==> src/rtl/vcsr_defines.svh <==
// Constants for the voltage code setpoint receiver
`ifndef VCSR_DEFINES_SVH
`define VCSR_DEFINES_SVH
`define VCSR_CLK_MHZ 125
`define VCSR_POLL_US 400
`define VCSR_POLL_CYC (`VCSR_POLL_US * `VCSR_CLK_MHZ)
`define VCSR_STABLE_US 500
`define VCSR_STABLE_CYC (`VCSR_STABLE_US * `VCSR_CLK_MHZ)
`define VCSR_CALC_US 35
`define VCSR_CALC_CYC (`VCSR_CALC_US * `VCSR_CLK_MHZ)
`define VCSR_HOLD_US 125
`define VCSR_HOLD_CYC (`VCSR_HOLD_US * `VCSR_CLK_MHZ)
`define VCSR_CMD_SETUP 8'hbb
`define VCSR_CMD_RAIL1 8'hbc
`define VCSR_CMD_RAIL2 8'hbd
`define VCSR_FMT_4 2'h0
`define VCSR_FMT_6 2'h1
`define VCSR_FMT_8 2'h2
`define VCSR_W4 4'h4
`define VCSR_W6 4'h6
`define VCSR_W8 4'h8
`define VCSR_IDLE_LINES 4'h8
`define VCSR_POLL_W 32
`endif

==> src/rtl/vcsr_pkg.sv <==
// Types for the voltage code setpoint receiver
package vcsr_pkg;
    typedef logic [7:0] vcsr_code_t;
    typedef logic [15:0] vcsr_mv_t;
    typedef enum logic [1:0] {
        VCSR_IDLE = 2'b00,
        VCSR_LOW = 2'b01,
        VCSR_HIGH = 2'b11,
        VCSR_WAIT = 2'b10
    } vcsr_host_e;
endpackage : vcsr_pkg

==> src/rtl/vcsr_link_if.sv <==
// Code lines and command port joining host and receiver
`timescale 1ns/10ps
interface vcsr_link_if;
    logic [1:0] line_a;
    logic [1:0] line_b;
    logic [1:0] line_c;
    logic [1:0] select_strobe;
    logic cmd_valid;
    logic [7:0] cmd_code;
    logic [39:0] cmd_data;
    modport host (output line_a, line_b, line_c, select_strobe, cmd_valid, cmd_code, cmd_data);
    modport device (input line_a, line_b, line_c, select_strobe, cmd_valid, cmd_code, cmd_data);
endinterface : vcsr_link_if

==> src/rtl/vcsr_rail.sv <==
// One rail: synchroniser, code capture and setpoint calculation
`timescale 1ns/10ps
`include "vcsr_defines.svh"
module vcsr_rail
    import vcsr_pkg::*;
(
    // Clock and reset
    input wire logic clk_sys,
    input wire logic rst_n,
    // Configuration
    input wire logic [1:0] fmt,
    input wire vcsr_mv_t lo_mv,
    input wire vcsr_mv_t hi_mv,
    input wire vcsr_code_t boot_code,
    input wire logic cfg_load,
    input wire logic poll_tick,
    // Eight-bit write for this rail
    input wire logic wr8,
    input wire vcsr_code_t wr8_code,
    // Raw pins
    input wire logic [3:0] pins,
    // Result
    output vcsr_mv_t setpoint,
    output logic slew_start
);
    logic [3:0] sync1;
    logic [3:0] sync2;
    logic [3:0] prev;
    logic [3:0] cand;
    logic [31:0] stab_cnt;
    logic cand_busy;
    logic [2:0] low_bits;
    vcsr_code_t code;
    logic apply_req;
    logic [31:0] calc_cnt;
    logic calc_busy;
    vcsr_mv_t next_setpoint;
    logic [7:0] full_scale;

    // Two stages before anything looks at the pins
    always_ff @(posedge clk_sys) begin
        if (!rst_n) begin
            sync1 <= 4'h0;
            sync2 <= 4'h0;
            prev <= 4'h0;
        end else begin
            sync1 <= pins;
            sync2 <= sync1;
            prev <= sync2;
        end
    end

    // Four-bit polling with stability confirm; six-bit strobe capture
    always_ff @(posedge clk_sys) begin
        if (!rst_n) begin
            cand <= 4'h0;
            cand_busy <= 1'b0;
            stab_cnt <= 32'h0;
            low_bits <= 3'h0;
            code <= 8'h0;
            apply_req <= 1'b0;
        end else begin
            apply_req <= 1'b0;
            if (cfg_load) begin
                code <= boot_code;
                apply_req <= 1'b1;
                cand_busy <= 1'b0;
            end else if (fmt == `VCSR_FMT_4) begin
                if (cand_busy && sync2 != cand) begin
                    cand_busy <= 1'b0;
                end else if (cand_busy) begin
                    if (stab_cnt >= `VCSR_STABLE_CYC) begin
                        cand_busy <= 1'b0;
                        code <= {4'h0, cand};
                        apply_req <= 1'b1;
                    end else begin
                        stab_cnt <= stab_cnt + 32'h1;
                    end
                end else if (poll_tick && sync2 != code[3:0]) begin
                    cand <= sync2;
                    cand_busy <= 1'b1;
                    stab_cnt <= 32'h0;
                end
            end else if (fmt == `VCSR_FMT_6) begin
                if (prev[3] && !sync2[3]) begin
                    low_bits <= sync2[2:0];
                end
                if (!prev[3] && sync2[3]) begin
                    code <= {2'h0, sync2[2:0], low_bits};
                    apply_req <= 1'b1;
                end
            end else if (wr8) begin
                code <= wr8_code;
                apply_req <= 1'b1;
            end
        end
    end

    // Full scale is two to the width, less one
    always_comb begin
        case (fmt)
            `VCSR_FMT_4: full_scale = 8'((16'h1 << `VCSR_W4) - 16'h1);
            `VCSR_FMT_6: full_scale = 8'((16'h1 << `VCSR_W6) - 16'h1);
            default: full_scale = 8'((16'h1 << `VCSR_W8) - 16'h1);
        endcase
        next_setpoint = 16'((32'(code) * 32'(hi_mv - lo_mv)) / 32'(full_scale)) + lo_mv;
    end

    // Fixed latency mimics the setpoint calculation time
    always_ff @(posedge clk_sys) begin
        if (!rst_n) begin
            calc_busy <= 1'b0;
            calc_cnt <= 32'h0;
            setpoint <= 16'h0;
            slew_start <= 1'b0;
        end else begin
            slew_start <= 1'b0;
            if (apply_req) begin
                calc_busy <= 1'b1;
                calc_cnt <= 32'h0;
            end else if (calc_busy) begin
                if (calc_cnt >= `VCSR_CALC_CYC - 1) begin
                    calc_busy <= 1'b0;
                    setpoint <= next_setpoint;
                    slew_start <= 1'b1;
                end else begin
                    calc_cnt <= calc_cnt + 32'h1;
                end
            end
        end
    end
endmodule : vcsr_rail

==> src/rtl/vcsr_device.sv <==
// Receiver end: command decode and two rails
`timescale 1ns/10ps
`include "vcsr_defines.svh"
module vcsr_device
    import vcsr_pkg::*;
(
    // Clock and reset
    input wire logic clk_sys,
    input wire logic rst_n,
    // Link
    vcsr_link_if.device link,
    // Setpoints
    output vcsr_mv_t rail1_setpoint,
    output vcsr_mv_t rail2_setpoint,
    output logic rail1_slew_start,
    output logic rail2_slew_start,
    output logic [1:0] code_width_setting
);
    logic [31:0] poll_cnt;
    logic poll_tick;
    logic cfg_load;
    logic boot_pend;
    vcsr_mv_t code_lower_limit;
    vcsr_mv_t code_upper_limit;
    vcsr_code_t boot_code;
    logic [1:0] wr8;
    vcsr_code_t wr8_code;
    vcsr_mv_t sp [2];
    logic [1:0] ss;
    logic [3:0] pins [2];

    // Poll enable divider
    always_ff @(posedge clk_sys) begin
        if (!rst_n) begin
            poll_cnt <= 32'h0;
            poll_tick <= 1'b0;
        end else begin
            poll_tick <= (poll_cnt == `VCSR_POLL_CYC - 1);
            poll_cnt <= (poll_cnt == `VCSR_POLL_CYC - 1) ? 32'h0 : poll_cnt + 32'h1;
        end
    end

    // Command decode; same-clock logic so no synchroniser
    always_ff @(posedge clk_sys) begin
        if (!rst_n) begin
            code_width_setting <= `VCSR_FMT_4;
            code_lower_limit <= 16'h0;
            code_upper_limit <= 16'h0;
            boot_code <= 8'h0;
            boot_pend <= 1'b1;
            cfg_load <= 1'b0;
            wr8 <= 2'h0;
            wr8_code <= 8'h0;
        end else begin
            cfg_load <= boot_pend;
            boot_pend <= 1'b0;
            wr8 <= 2'h0;
            if (link.cmd_valid && link.cmd_code == `VCSR_CMD_SETUP) begin
                code_width_setting <= link.cmd_data[1:0];
                code_lower_limit <= link.cmd_data[23:8];
                code_upper_limit <= link.cmd_data[39:24];
                // Boot code shares the low byte with the width field
                boot_code <= link.cmd_data[7:0];
                boot_pend <= 1'b1;
            end
            if (link.cmd_valid && link.cmd_code == `VCSR_CMD_RAIL1) begin
                wr8 <= 2'b01;
                wr8_code <= link.cmd_data[7:0];
            end
            if (link.cmd_valid && link.cmd_code == `VCSR_CMD_RAIL2) begin
                wr8 <= 2'b10;
                wr8_code <= link.cmd_data[7:0];
            end
        end
    end

    assign pins[0] = {link.select_strobe[0], link.line_c[0], link.line_b[0], link.line_a[0]};
    assign pins[1] = {link.select_strobe[1], link.line_c[1], link.line_b[1], link.line_a[1]};

    // One independent rail per pin group
    genvar r;
    generate
        for (r = 0; r < 2; r++) begin : g_rail
            vcsr_rail u_rail (
                .clk_sys(clk_sys),
                .rst_n(rst_n),
                .fmt(code_width_setting),
                .lo_mv(code_lower_limit),
                .hi_mv(code_upper_limit),
                .boot_code(boot_code),
                .cfg_load(cfg_load),
                .poll_tick(poll_tick),
                .wr8(wr8[r]),
                .wr8_code(wr8_code),
                .pins(pins[r]),
                .setpoint(sp[r]),
                .slew_start(ss[r])
            );
        end
    endgenerate

    // Outputs already registered inside each rail
    assign rail1_setpoint = sp[0];
    assign rail2_setpoint = sp[1];
    assign rail1_slew_start = ss[0];
    assign rail2_slew_start = ss[1];
endmodule : vcsr_device

==> src/flat_wrapper.sv <==
// flat-port wrapper written by rule: the top's interface ports become plain ports
module vcsr_device_flat import vcsr_pkg::*;
  (clk_sys, rst_n, rail1_setpoint, rail2_setpoint, rail1_slew_start, rail2_slew_start, code_width_setting, link_line_a, link_line_b, link_line_c, link_select_strobe, link_cmd_valid, link_cmd_code, link_cmd_data);
  vcsr_link_if link_i ();
  input wire logic clk_sys;
  input wire logic rst_n;
  output vcsr_mv_t rail1_setpoint;
  output vcsr_mv_t rail2_setpoint;
  output logic rail1_slew_start;
  output logic rail2_slew_start;
  output logic [1:0] code_width_setting;
  input wire logic [$bits(link_i.line_a)-1:0] link_line_a;
  input wire logic [$bits(link_i.line_b)-1:0] link_line_b;
  input wire logic [$bits(link_i.line_c)-1:0] link_line_c;
  input wire logic [$bits(link_i.select_strobe)-1:0] link_select_strobe;
  input wire logic [$bits(link_i.cmd_valid)-1:0] link_cmd_valid;
  input wire logic [$bits(link_i.cmd_code)-1:0] link_cmd_code;
  input wire logic [$bits(link_i.cmd_data)-1:0] link_cmd_data;
  assign link_i.line_a = link_line_a;
  assign link_i.line_b = link_line_b;
  assign link_i.line_c = link_line_c;
  assign link_i.select_strobe = link_select_strobe;
  assign link_i.cmd_valid = link_cmd_valid;
  assign link_i.cmd_code = link_cmd_code;
  assign link_i.cmd_data = link_cmd_data;
  vcsr_device u_core (.clk_sys(clk_sys), .rst_n(rst_n), .link(link_i), .rail1_setpoint(rail1_setpoint), .rail2_setpoint(rail2_setpoint), .rail1_slew_start(rail1_slew_start), .rail2_slew_start(rail2_slew_start), .code_width_setting(code_width_setting));
endmodule
==> config.mk <==
export PLATFORM = sky130hd
export DESIGN_NAME = vcsr_device_flat
export DESIGN_NICKNAME = d
export VERILOG_FILES = /design/src/rtl/vcsr_pkg.sv /design/src/rtl/vcsr_link_if.sv /design/src/rtl/vcsr_rail.sv /design/src/rtl/vcsr_device.sv /design/src/flat_wrapper.sv
export VERILOG_INCLUDE_DIRS = /design/src /design/src/rtl
export SDC_FILE = /design/constraint.sdc
export NUM_CORES = 2
export LEC_CHECK = 0
export BUFFER_PORTS_ARGS = -buffer_cell sky130_fd_sc_hd__buf_2
export CAP_MARGIN = 25
export CORE_MARGIN = 2
export CORE_UTILIZATION = 55
export DETAILED_ROUTE_END_ITERATION = 10
export MAX_ROUTING_LAYER = met4
export PLACE_DENSITY = 0.82
export SYNTH_ARGS = -nofsm -noshare
export SYNTH_HDL_FRONTEND = slang
export SYNTH_SLANG_ARGS = --single-unit
export TNS_END_PERCENT = 5
==> constraint.sdc <==
create_clock -name clk_sys -period 65.2 [get_ports clk_sys]
set_clock_uncertainty 0.15 [all_clocks]
set_input_delay 16.3 -clock clk_sys [delete_from_list [all_inputs] [get_ports clk_sys]]
set_output_delay 16.3 -clock clk_sys [all_outputs]
set_load 0.005 [all_outputs]
==> summary by stage <==
Status
The flow ran to the end, and the final reports show no timing, DRC or antenna violations.

Floorplanning
The overall die width is 333.9 um. The core region is 108400 um^2. In this run the count of I/O pins placed on the die edge is 95.

The overall die area is 111500 um^2. The row count is 121. The initial utilization of the core area, before any placement, comes to 0.5521. In this run the vertical extent of the chip is 333.9 um.

Cells and area
For this run, the post-layout net count is 9001. Of the cells placed in the final design, the portion with a size suffix greater than 1 is 0.1963. The signed area change from the synthesized netlist to the final layout is 13.17%. The post-route non-filler standard cell count is 9793.

Fill cells in the final layout number 9266.

Worst setup path
STA classifies the critical path startpoint as a flip-flop. The worst setup path is captured at a flip-flop. In this design, the critical path's most frequently occurring cell is a21o_1. The launch point of the worst path is u_core.code_lower_limit[2].

The cell at the slowest stage of the critical path is fa_1. Data on the critical path is required at its endpoint by 65.48 ns. At the worst endpoint, the arrival time is 65.39 ns. The maximum net fanout on the critical path is 14. On the worst path, the slowest cell contributes a delay of 0.55 ns.

The critical path is of the flip-flop to flip-flop type. The launch instance of the worst register-to-register path is u_core.code_lower_limit[2].

Synth
The number of standard cells after synthesis is 7951. The Yosys step of the flow raised 0 warnings. After synthesis, the netlist uses 208 different library cells. The cell area that synthesis handed to floorplanning was 59840 um^2. A synthesized cell averages 7.526 um^2. The most used flip-flop cell after synthesis is dfxtp_1. Of all flip-flops after synthesis, the portion carrying an async set or reset was 0. For this run, the register share of the synthesized area comes to 0.1007. The fraction of the mapped netlist area in compound gates is 0.2424. Of the total synthesized cell area, the portion taken by XOR and XNOR cells is 0.09168. The simple-gate share of the synthesized area is 0.3144. The largest family of logic cells by synthesized area is simple AND/OR/NAND/NOR gates. Counting every net in the synthesized netlist gives 8600. After synthesis, the share of cell area in mux cells is 0.03895. Synthesis inferred 301 register bits. Counting flops with a built-in enable in the synthesized netlist gives 0.

The post-synthesis share of cell area spent on full adders, half adders and majority gates is 0.1562.

Timing
For the pin with the worst max-slew slack, the measured transition is 1.073 ns. Derived from the worst setup path, the maximum achievable clock frequency is 0.01536 GHz. Dividing the final minimum period by the clock period gives 0.9985.

Headroom to the max-slew limit came out at 0.2772. The final hold violation count is 0. The max-slew violation count is 0. Setup repair after global routing could not meet its margin everywhere.

The final setup violation count is 0. The clock period could shrink to 65.10 ns.

Global routing
Entering global routing, the biggest net connects 68 pins. The number of global-route vias before repair came to 60670. For this run, global-route usage on met2 was measured as 0.5442. For met3 alone, demand over resource in global routing was 0.03914.

In this run the most used layer during global routing was met2. The total congestion overflow after global routing is 0. The wire length of the first global-routing pass is 309.9 mm.

For this run, global-route usage on met1 was measured as 0.4221. In the global route stage, overall resource usage came out at 0.3396. The number of antenna violations at the first check in global routing is 1.

CTS
Clock tree synthesis inserted a total of 34 buffers. Hold repair after CTS inserted 0 buffers. After clock tree synthesis, the clock-pin slew on the worst setup and hold paths is 0.06 ns.

The H-tree level count is 2. The root buffer cell is clkbuf_16. TritonCTS built the clock tree. The latest clock arrival within the worst-skew pair is 0.59 ns. The number of sinks on the clock net is 301. Counting along the longest clock path gives a buffer depth of 3.

Hold path
The launch instance of the worst min-delay path is u_core.boot_pend. The worst hold path belongs to the class flip-flop to flip-flop.

Place
The congestion estimate from routability-driven global placement came to 1.059. In this run, placement finished with an instance count of 9587. Once detailed placement completed, the half-perimeter wirelength came to 151.6 mm. Buffers placed on the I/O ports in this run total 94.

Routing
Summed over all layers, the routed wires come to 193.6 mm. The detail route stage leaves a number of antenna-violating nets equal to 0. The DRC violations left is 0. For this block, the initial DRC count from the detailed router was 5986.

The vias per cell is 6.466. After detailed routing, the average wire length per cell comes to 19.77 um. The first detailed-routing pass ran for 6 iterations. For this block, the via count after detailed routing is 63320.

Run
The max-cap check violation count is 0.
## cell type report
class	count	area, um^2	share of cell area
Antenna cell	2	5.005	0.00007390
Sequential cell	301	6027	0.08899
Inverter	502	1931	0.02851
Multi-Input combinational cell	6903	52400	0.7738
Clock buffer	42	930.9	0.01375
Timing Repair Buffer	610	4408	0.06509
Clock inverter	19	250.2	0.003695
Tap cell	1414	1769	0.02612
## flip-flops by register name, indices dropped and copies added (netlist names), 16 cells and up
| name | cells |
|---|---|
| u_core.g_rail.u_rail.setpoint | 32 |
| u_core.g_rail.u_rail.code | 16 |
| u_core.g_rail.u_rail.stab_cnt | 64 |
| u_core.g_rail.u_rail.calc_cnt | 64 |
| u_core.code_lower_limit | 16 |
| u_core.poll_cnt | 32 |
| u_core.code_upper_limit | 16 |
## metrics by stage
stage,hold slack (ns),worst slack (ns),utilization,area (um^2),setup TNS [ns]
final,0.2886,0.09623,0.6248,67730,0
after global routing,0.2929,-3.340,0.6247,67720,-66.06
after detailed placement,0.2669,-3.799,0.5912,64090,-59.95
after floorplan,0.2619,-0.006487,-,60560,-0.006487
after CTS,0.2900,-0.004960,0.6128,66420,-0.004960
after global placement,0.2648,-2.477,0.5907,64030,-20.73
## synth_stat cells, drive strengths merged (28+ instances only)
cell	instances	share of area
nor2	750	0.048
o31a	35	0.0052
xor2	240	0.035
a211o	34	0.0053
nand2	774	0.049
o41ai	28	0.0049
o21ai	352	0.030
ha	364	0.076
nor2b	92	0.0096
inv	500	0.031
o31ai	70	0.010
buf	107	0.014
or4	48	0.0066
a21oi	525	0.045
or3	123	0.014
clkbuf	139	0.010
o211ai	57	0.0077
dfxtp	301	0.10
a31oi	105	0.011
and3	130	0.014
nor3	225	0.022
mux2i	135	0.023
o21bai	55	0.0073
or2	79	0.0083
nand3	267	0.023
and2	318	0.034
a211oi	87	0.013
a2111oi	31	0.0055
nand4	138	0.016
o21a	69	0.0089
nor4b	38	0.0068
fa	226	0.076
a31o	32	0.0047
nand2b	73	0.0077
a21o	179	0.023
xnor2	377	0.056
mux2	79	0.016
a21boi	35	0.0048
and4	60	0.0091
nor4	150	0.021
## per-layer routing
layer | up-vias | share of wire
li1 | 29810 | -
met1 | 30060 | 0.41
met2 | 2825 | 0.46
met3 | 626 | 0.075
met4 | 0 | 0.058
met5 | - | 0
## kinds of logic (layout without fill, tap and decap cells)
group | count (synthesis) | count (layout)
other cells | 0 | 2
buf+inv | 748 | 1173
fa+ha+maj | 617 | 617
xor+xnor | 619 | 619
flops | 301 | 301
simple gates | 3426 | 3426
mux | 215 | 215
compound gates | 2025 | 2026
## path summary, 6_finish.rpt
| path | end | slack, ns | cells past startpoint |
|---|---|---|---|
| max reg2reg | u_core.g_rail[0].u_rail.setpoint[15] | 0.1 | 336 |
| min | u_core.cfg_load | 0.29 | 1 |
| min reg2reg | u_core.cfg_load | 0.29 | 1 |
| max | u_core.g_rail[0].u_rail.setpoint[15] | 0.1 | 336 |
## repair_timing
item / 4_1_cts / 5_1_grt
setup endpoints to repair: 32 / 32
pin swaps: 80 / 136
gates resized for setup: 135 / 168
buffers inserted: 65 / 74
cloned: 3 / 0
## placed cells by master (no fill, tap or decap), types with 71 or more instances in the layout
cell type / synthesis / routed
inv_1: 483 / 467
xor2_1: 238 / 233
nor2b_1: 92 / 89
nand2_1: 768 / 750
buf_2: 41 / 96
nand3_1: 258 / 246
and2_1: 288 / 283
o21ai_0: 288 / 256
mux2i_1: 132 / 127
nand2b_1: 72 / 71
a21o_1: 154 / 154
xnor2_1: 374 / 363
or3_1: 97 / 90
nand4_1: 128 / 128
and3_1: 109 / 100
buf_4: 12 / 503
nor3_1: 195 / 188
nor2_1: 744 / 713
a31oi_1: 101 / 96
dfxtp_1: 301 / 300
fa_1: 226 / 222
ha_1: 364 / 330
nor4_1: 116 / 100
a21oi_1: 509 / 451
## worst max-delay path, delay by kind of cell, from the launching register on
kind                     cells  cell delay [ns]
flip-flops                   1             0.33
adder cells (fa/ha/maj)     42            13.56
multiplexers                 9             2.27
AO/OA/AOI/OAI              126            20.76
AND/OR/NAND/NOR            120            22.42
XOR/XNOR                    18             2.73
buffers and inverters       21             2.66
Power is not shown: default switching activity piles up to over one toggle a cycle in this logic, so the estimate is an artifact.
